### config.mk
export PLATFORM = sky130hd
export DESIGN_NAME = cfi_regs
export DESIGN_NICKNAME = d
export VERILOG_FILES = /design/src/rtl/cfi_pkg.sv /design/src/rtl/cfi_irq_chan.sv /design/src/rtl/cfi_regs.sv
export VERILOG_INCLUDE_DIRS = /design/src /design/src/rtl
export SDC_FILE = /design/constraint.sdc
export NUM_CORES = 1
export LEC_CHECK = 0
export BUFFER_PORTS_ARGS = -buffer_cell sky130_fd_sc_hd__buf_4
export CAP_MARGIN = 0
export CORE_MARGIN = 8
export CORE_UTILIZATION = 46
export DETAILED_ROUTE_END_ITERATION = 10
export GPL_ROUTABILITY_DRIVEN = 0
export GPL_TIMING_DRIVEN = 0
export HOLD_SLACK_MARGIN = 0.08
export PLACE_DENSITY_LB_ADDON = 0.1
export SLEW_MARGIN = 30
export SYNTH_ARGS = -nofsm -noshare
export SYNTH_HDL_FRONTEND = slang
export SYNTH_HIERARCHICAL = 1
export SYNTH_SLANG_ARGS = --single-unit
export TNS_END_PERCENT = 1
### constraint.sdc
create_clock -name core_clk -period 2.2 [get_ports core_clk]
set_input_delay 0.44 -clock core_clk [delete_from_list [all_inputs] [get_ports core_clk]]
set_output_delay 0.44 -clock core_clk [all_outputs]
set_load 0.005 [all_outputs]
### src/rtl/cfi_map.svh
`ifndef CFI_MAP_SVH
`define CFI_MAP_SVH

// ----------------------------------------------------------------------------
// Register offsets
// ----------------------------------------------------------------------------
`define CFI_OFF_TX_FID     12'h008
`define CFI_OFF_RX_FID     12'h00C
`define CFI_OFF_INTERRUPT_CONTROL_STATUS       12'h010
`define CFI_OFF_DATA_NB    12'h020
`define CFI_OFF_DATA_BLK   12'h030

// ----------------------------------------------------------------------------
// Feature register fields
// ----------------------------------------------------------------------------
`define CFI_FID_DEPTH_MSB  19
`define CFI_FID_DEPTH_LSB  16
`define CFI_FID_WORD_BIT   10
`define CFI_FID_HALF_BIT   9
`define CFI_FID_BYTE_BIT   8
`define CFI_FID_LANE_MSB   7
`define CFI_FID_LANE_LSB   4
`define CFI_FID_IRQ_BIT    1
`define CFI_FID_ENG_BIT    0

// ----------------------------------------------------------------------------
// Lane width codes
// ----------------------------------------------------------------------------
`define CFI_LANE_CODE_1B   4'h1
`define CFI_LANE_CODE_2B   4'h2
`define CFI_LANE_CODE_4B   4'h4

// ----------------------------------------------------------------------------
// Interrupt control and status fields and resets
// ----------------------------------------------------------------------------
`define CFI_INTERRUPT_CONTROL_STATUS_RX_PEND   31
`define CFI_INTERRUPT_CONTROL_STATUS_RX_LVL_MSB 19
`define CFI_INTERRUPT_CONTROL_STATUS_RX_LVL_LSB 16
`define CFI_INTERRUPT_CONTROL_STATUS_TX_PEND   15
`define CFI_INTERRUPT_CONTROL_STATUS_TX_LVL_MSB 3
`define CFI_INTERRUPT_CONTROL_STATUS_TX_LVL_LSB 0
`define CFI_RX_LVL_RST     4'h1
`define CFI_TX_LVL_RST     4'h0

`endif

### src/rtl/cfi_pkg.sv
package cfi_pkg;

	typedef struct packed {
		logic        valid;
		logic        write;
		logic [11:0] addr;
		logic [3:0]  strb;
		logic [31:0] wdata;
	} cfi_req_t;

	typedef struct packed {
		logic        valid;
		logic [31:0] rdata;
	} cfi_rsp_t;

	typedef struct packed {
		logic [7:0] fill;
		logic       full;
		logic       flag_evt;
	} cfi_rx_stat_t;

	typedef struct packed {
		logic [7:0] remaining;
	} cfi_tx_stat_t;

	typedef struct packed {
		logic        valid;
		logic        blocking;
		logic [3:0]  lanes;
		logic [31:0] data;
	} cfi_tx_push_t;

endpackage

### src/rtl/cfi_irq_chan.sv
`timescale 1ns/1ps

module cfi_irq_chan
	import cfi_pkg::*;
#(
	parameter bit         PRESENT = 1'b1,
	parameter logic [3:0] LVL_RST = 4'h0
)(
	// Clock and reset
	input  wire logic       core_clk,
	input  wire logic       rst_b,
	// Software side
	input  wire logic       clr,
	input  wire logic       lvl_wr,
	input  wire logic [3:0] lvl_wdata,
	// Engine side
	input  wire logic       evt,
	input  wire logic       enable,
	// State
	output logic            pend_q,
	output logic [3:0]      lvl_q,
	output logic            irq_q
);

	logic       pend_d;
	logic [3:0] lvl_d;
	logic       irq_d;

	// A new event in the clearing cycle wins, so no event is lost.
	assign pend_d = PRESENT & (evt | (pend_q & ~clr));
	assign lvl_d  = !PRESENT ? 4'h0 : (lvl_wr ? lvl_wdata : lvl_q);
	assign irq_d  = PRESENT & enable & pend_q & (lvl_q != 4'h0);

	always_ff @(posedge core_clk or negedge rst_b)
	begin
		if (!rst_b)
		begin
			pend_q <= 1'b0;
			lvl_q  <= PRESENT ? LVL_RST : 4'h0;
			irq_q  <= 1'b0;
		end
		else
		begin
			pend_q <= pend_d;
			lvl_q  <= lvl_d;
			irq_q  <= irq_d;
		end
	end
endmodule

### src/rtl/cfi_regs.sv
`timescale 1ns/1ps
`include "cfi_map.svh"

module cfi_regs
	import cfi_pkg::*;
#(
	parameter bit         RX_PRESENT    = 1'b1,
	parameter bit         RX_IRQ        = 1'b1,
	parameter logic [3:0] RX_DEPTH_LOG2 = 4'h4,
	parameter logic [2:0] RX_SIZES      = 3'b111,
	parameter bit         TX_PRESENT    = 1'b1,
	parameter bit         TX_IRQ        = 1'b1,
	parameter logic [3:0] TX_DEPTH_LOG2 = 4'h4,
	parameter logic [2:0] TX_SIZES      = 3'b111,
	parameter int         TX_LANE_BYTES = 4
)(
	// Clock and reset
	input  wire logic          core_clk,
	input  wire logic          rst_b,
	// Register access port
	input  wire cfi_req_t      req,
	output cfi_rsp_t           rsp_q,
	// Engine status
	input  wire logic          port_enabled,
	input  wire cfi_rx_stat_t  rx_stat,
	input  wire cfi_tx_stat_t  tx_stat,
	// Transmit data hand-off
	output cfi_tx_push_t       tx_push_q,
	// Interrupt outputs
	output logic               rx_irq_q,
	output logic               tx_irq_q
);

	// ------------------------------------------------------------------------
	// Configuration constants
	// ------------------------------------------------------------------------
	localparam bit RX_IRQ_BUILT = RX_PRESENT & RX_IRQ;
	localparam bit TX_IRQ_BUILT = TX_PRESENT & TX_IRQ;

	// Any unsupported width falls back to the four-byte code, never a reserved one.
	function automatic logic [3:0] lane_code(input int bytes);
		logic [3:0] code;
		code = `CFI_LANE_CODE_4B;
		if (bytes == 1)
			code = `CFI_LANE_CODE_1B;
		else if (bytes == 2)
			code = `CFI_LANE_CODE_2B;
		return code;
	endfunction

	function automatic logic [3:0] lane_mask(input int bytes);
		logic [3:0] mask;
		mask = 4'hF;
		if (bytes == 1)
			mask = 4'h1;
		else if (bytes == 2)
			mask = 4'h3;
		return mask;
	endfunction

	localparam logic [3:0] TX_LANE_CODE = lane_code(TX_LANE_BYTES);
	localparam logic [3:0] TX_LANE_MASK = lane_mask(TX_LANE_BYTES);

	// ------------------------------------------------------------------------
	// Feature identification words
	// ------------------------------------------------------------------------
	logic [31:0] rx_fid_w;
	logic [31:0] tx_fid_w;

	assign rx_fid_w = !RX_PRESENT ? 32'h0000_0000 :
		{12'h000, RX_DEPTH_LOG2, 5'h00, RX_SIZES, 6'h00, RX_IRQ, 1'b1};

	assign tx_fid_w = !TX_PRESENT ? 32'h0000_0000 :
		{12'h000, TX_DEPTH_LOG2, 5'h00, TX_SIZES, TX_LANE_CODE, 2'h0,
		 TX_IRQ, 1'b1};

	// ------------------------------------------------------------------------
	// Address decode
	// ------------------------------------------------------------------------
	logic hit_tx_fid;
	logic hit_rx_fid;
	logic hit_interrupt_control_status;
	logic hit_data;
	logic wr_interrupt_control_status;
	logic wr_data;

	assign hit_tx_fid = req.addr == `CFI_OFF_TX_FID;
	assign hit_rx_fid = req.addr == `CFI_OFF_RX_FID;
	assign hit_interrupt_control_status   = req.addr == `CFI_OFF_INTERRUPT_CONTROL_STATUS;
	assign hit_data   = (req.addr == `CFI_OFF_DATA_NB) || (req.addr == `CFI_OFF_DATA_BLK);
	assign wr_interrupt_control_status    = req.valid && req.write && hit_interrupt_control_status && (RX_IRQ_BUILT || TX_IRQ_BUILT);
	assign wr_data    = req.valid && req.write && hit_data;

	// ------------------------------------------------------------------------
	// Interrupt channels
	// ------------------------------------------------------------------------
	logic       rx_pend;
	logic [3:0] rx_lvl;
	logic       rx_irq_w;
	logic       rx_evt;
	logic       tx_pend;
	logic [3:0] tx_lvl;
	logic       tx_irq_w;
	logic       tx_evt;
	logic       rx_clr;
	logic       tx_clr;
	logic       rx_lvl_wr;
	logic       tx_lvl_wr;

	assign rx_clr    = wr_interrupt_control_status && req.strb[3] && req.wdata[`CFI_INTERRUPT_CONTROL_STATUS_RX_PEND];
	assign tx_clr    = wr_interrupt_control_status && req.strb[1] && req.wdata[`CFI_INTERRUPT_CONTROL_STATUS_TX_PEND];
	assign rx_lvl_wr = wr_interrupt_control_status && req.strb[2];
	assign tx_lvl_wr = wr_interrupt_control_status && req.strb[0];

	// A zero level switches the event source off entirely.
	assign rx_evt = (rx_lvl != 4'h0) &&
		((rx_stat.fill >= {4'h0, rx_lvl}) || rx_stat.full || rx_stat.flag_evt);
	assign tx_evt = (tx_lvl != 4'h0) && (tx_stat.remaining < {4'h0, tx_lvl});

	cfi_irq_chan #(
		.PRESENT   (RX_IRQ_BUILT),
		.LVL_RST   (`CFI_RX_LVL_RST)
	) u_rx_chan (
		.core_clk  (core_clk),
		.rst_b     (rst_b),
		.clr       (rx_clr),
		.lvl_wr    (rx_lvl_wr),
		.lvl_wdata (req.wdata[`CFI_INTERRUPT_CONTROL_STATUS_RX_LVL_MSB:`CFI_INTERRUPT_CONTROL_STATUS_RX_LVL_LSB]),
		.evt       (rx_evt),
		.enable    (port_enabled),
		.pend_q    (rx_pend),
		.lvl_q     (rx_lvl),
		.irq_q     (rx_irq_w)
	);

	cfi_irq_chan #(
		.PRESENT   (TX_IRQ_BUILT),
		.LVL_RST   (`CFI_TX_LVL_RST)
	) u_tx_chan (
		.core_clk  (core_clk),
		.rst_b     (rst_b),
		.clr       (tx_clr),
		.lvl_wr    (tx_lvl_wr),
		.lvl_wdata (req.wdata[`CFI_INTERRUPT_CONTROL_STATUS_TX_LVL_MSB:`CFI_INTERRUPT_CONTROL_STATUS_TX_LVL_LSB]),
		.evt       (tx_evt),
		.enable    (port_enabled),
		.pend_q    (tx_pend),
		.lvl_q     (tx_lvl),
		.irq_q     (tx_irq_w)
	);

	// The channel outputs are already registered and gated by the port enable.
	assign rx_irq_q = rx_irq_w;
	assign tx_irq_q = tx_irq_w;

	// ------------------------------------------------------------------------
	// Interrupt control word
	// ------------------------------------------------------------------------
	logic [31:0] interrupt_control_status_w;

	assign interrupt_control_status_w = {rx_pend, 11'h000, rx_lvl, tx_pend, 11'h000, tx_lvl};

	// ------------------------------------------------------------------------
	// Read response
	// ------------------------------------------------------------------------
	logic [31:0] rdata_d;
	cfi_rsp_t    rsp_d;

	// Data port reads return zero here; the receive datapath answers them elsewhere.
	assign rdata_d = hit_tx_fid ? tx_fid_w :
	                 hit_rx_fid ? rx_fid_w :
	                 hit_interrupt_control_status   ? interrupt_control_status_w   : 32'h0000_0000;
	assign rsp_d.valid = req.valid;
	assign rsp_d.rdata = (req.valid && !req.write) ? rdata_d : 32'h0000_0000;

	always_ff @(posedge core_clk or negedge rst_b)
	begin
		if (!rst_b)
			rsp_q <= '0;
		else
			rsp_q <= rsp_d;
	end

	// ------------------------------------------------------------------------
	// Transmit data hand-off
	// ------------------------------------------------------------------------
	cfi_tx_push_t push_d;
	logic [31:0]  push_data;
	logic [3:0]   push_lanes;

	// Lanes above the engine width are dropped, so a careless writer cannot overrun it.
	assign push_lanes = req.strb & TX_LANE_MASK;
	assign push_data  = req.wdata & {{8{push_lanes[3]}}, {8{push_lanes[2]}},
	                                 {8{push_lanes[1]}}, {8{push_lanes[0]}}};
	assign push_d.valid    = wr_data && TX_PRESENT && port_enabled &&
	                         (push_lanes != 4'h0);
	assign push_d.blocking = push_d.valid && (req.addr == `CFI_OFF_DATA_BLK);
	assign push_d.lanes    = push_d.valid ? push_lanes : 4'h0;
	assign push_d.data     = push_d.valid ? push_data : 32'h0000_0000;

	always_ff @(posedge core_clk or negedge rst_b)
	begin
		if (!rst_b)
			tx_push_q <= '0;
		else
			tx_push_q <= push_d;
	end
endmodule

==> impl_metrics.ini <==
[run_status]
status = finished clean

[clock_tree]
numCtsBuffers = 9
hold_buffers = 0
cts_tree = done
post_cts_buffers = 0
cts.repair.resized = 0
clk_latency_ns = 0.33
cts.clk_slew.worst_paths_ns = 0.07
clock_path_buffers = 2
htreeDepth = 3
clkSinkCount = 63
clockRootBuffer = clkbuf_8

[timing]
period_minus_slack_ns = 2.01
finalMaxSlewViolations = 0
tightestPinTransition_ns = 0.784
finalSetupViolCount = 0
rsz0062_at_grt = false
max-slew-margin-rel_pct = 47.3
report.final.hold_viol_count = 0
min_period_over_period_pct = 91.4
max_freq_mhz = 497
skew_ns = 0.00979
setup_slack_ns = 0.190

[setup_path]
regToRegSetupSlack_ns = 0.44
worstSetupPathType = input pin to flip-flop
end_kind = flip-flop
cp_data_required_time_ns = 2.42
crit_arrival_ns = 2.23
startpoint = req[38]
start_kind = input pin
worstPathMaxFanout = 5
timing.rr.start = u_rx_chan/lvl_q[3]$_DFFE_PN0P_

[placement]
port_buffers = 125
place_inst = 466
place_hpwl_mm = 6.07
place_area_sq_mm = 0.00397
pre_cts_ws_ns = -0.153

[final_layout]
fin_cells = 481
area_growth_pct = 44.4
diodes = 0
nets = 480
layout_common_cells = buf_4 (147), dfrtp_1 (62), inv_1 (44), nor4_1 (19), nor3_1 (19)
nFillCells = 490
multi_input_comb_area_sq_um = 948
layout_commonest_cell = buf_4
drive_gt1_share_pct = 48.8
final_cell_area_sq_mm = 0.00415
register_area_sq_mm = 0.00158

[die]
dieWidth_um = 95.0
initial_core_util_pct = 47.9
dieArea_sq_mm = 0.00903
ios = 144
core-area_sq_mm = 0.00599
die_y_um = 95.0
fp-row-count = 28

[routing]
drt_wl_total_mm = 7.72
via_per_inst = 4.76
vias = 2291
drc = 0
ant_nets = 0
drt_pass1_iterations = 6
wl_per_cell_um = 16.0
drt_iter0_drc = 77

[grt]
track_usage_pct = 17.5
grt_pass1_vias = 2418
grt_pass1_wl_mm = 12.1
antenna_found_initial = 0
grt_max_degree = 64
gr-total-overflow = 0

[logic_synthesis]
ys_ff_latch = 63
synth_cell_types = 36
synth_edf_count = 0
yosysSeqAreaShare_pct = 54.9
synth_ff_type = dfrtp_1
synthCells = 249
ys_warn_count = 6
synth_area_sq_mm = 0.00287
syn_avg_cell_area_sq_um = 11.5
async_reset_ff_share_pct = 100

[min_path]
hp-class = input pin to asynchronous set/reset pin

[job]
drv_cap = 0

[power]
total_power_uw = 2320
leakage_uw = 0.00218
pwr_density_cell_mw_per_mm2 = 560
vdd_drop_max_uv = 330
[layout make-up]
cell class,count,share of cell area [%]
flip-flops and latches,63,38.1
multi-input cells,128,22.9
repair buffers,125,22.6
plain buffers,29,5.70
inverters,46,4.17
clock buffers,10,3.08
well taps,75,2.26
clock inverters,5,1.21
[cells by family after synthesis]
logic type | synth area share [%]
AND/OR/NAND/NOR | 21.8
buffers and inverters | 14.2
flip-flops | 54.9
AO/OA/AOI/OAI | 2.70
multiplexers | 3.14
adder cells (fa/ha/maj) | 3.05
other | 0.131
[synth_stat cells (2+ instances only)]
master	number	area share [%]
a21o_1	3	0.78
a21oi_1	3	0.52
buf_4	22	5.8
buf_6	6	2.4
clkinv_1	2	0.26
dfrtp_1	62	54
ha_1	7	3.0
inv_1	44	5.8
mux2_2	8	3.1
nand2_1	5	0.65
nand2b_1	2	0.44
nand3_1	5	0.87
nor2_1	5	0.65
nor3_1	19	3.3
nor4_1	19	4.1
nor4_2	15	6.5
or4_1	3	0.78
[path summary, 6_finish.rpt]
kind / end / depth (start not counted)
min reg2reg: u_rx_chan/pend_q$_DFF_PN0_ / 1
max in group asynchronous: u_rx_chan/pend_q$_DFF_PN0_ / 1
min: tx_push_q[17]$_DFF_PN0_ / 1
max reg2reg: u_rx_chan/pend_q$_DFF_PN0_ / 6
max: u_tx_chan/lvl_q[0]$_DFFE_PN0P_ / 5
min in group core_clk: rsp_q[32]$_DFF_PN0_ / 1
[state kept, by name, indices dropped and copies added, names as in the netlist]
register and flops:
u_tx_chan/irq_q 1, u_tx_chan/pend_q 1, tx_push_q 38, u_tx_chan/lvl_q 4, u_rx_chan/irq_q 1, u_rx_chan/pend_q 1, u_rx_chan/lvl_q 4, rsp_q 13
[stage by stage]
| stage | TNS, ns | hold WS (ns) | util, % |
|---|---|---|---|
| final | 0 | 0.183 | 69.2 |
| after global placement | -1.12 | 0.505 | 66.2 |
| after floorplan | 0 | 0.144 | - |
| after detailed placement | -1.03 | 0.499 | 66.2 |
| after global routing | 0 | 0.197 | 69.2 |
| after CTS | 0 | 0.201 | 69.2 |
[where the power goes]
part           internal [uW]  switching (uW)  leakage (uW)  total [uW]
combinational            122             104       0.00121         226
clock                    509             422     0.0000957         931
sequential              1160            3.02      0.000874        1170
total                   1790             529       0.00218        2320
[metal layers]
metal	vias up	track usage [%]	share of wire [%]
li1	1105	-	-
met1	1076	20.3	39
met2	101	28.0	49
met3	9	7.31	10
met4	0	7.80	1.6
met5	-	0	0
[critical path, cell delays in order]
cell and delay, ns:
buf_4 0.12, nor3b_1 0.52, nand2_1 0.23, nor3_1 0.50
mux2_2 0.40
No activity file was read; power rests on OpenSTA's default activity.
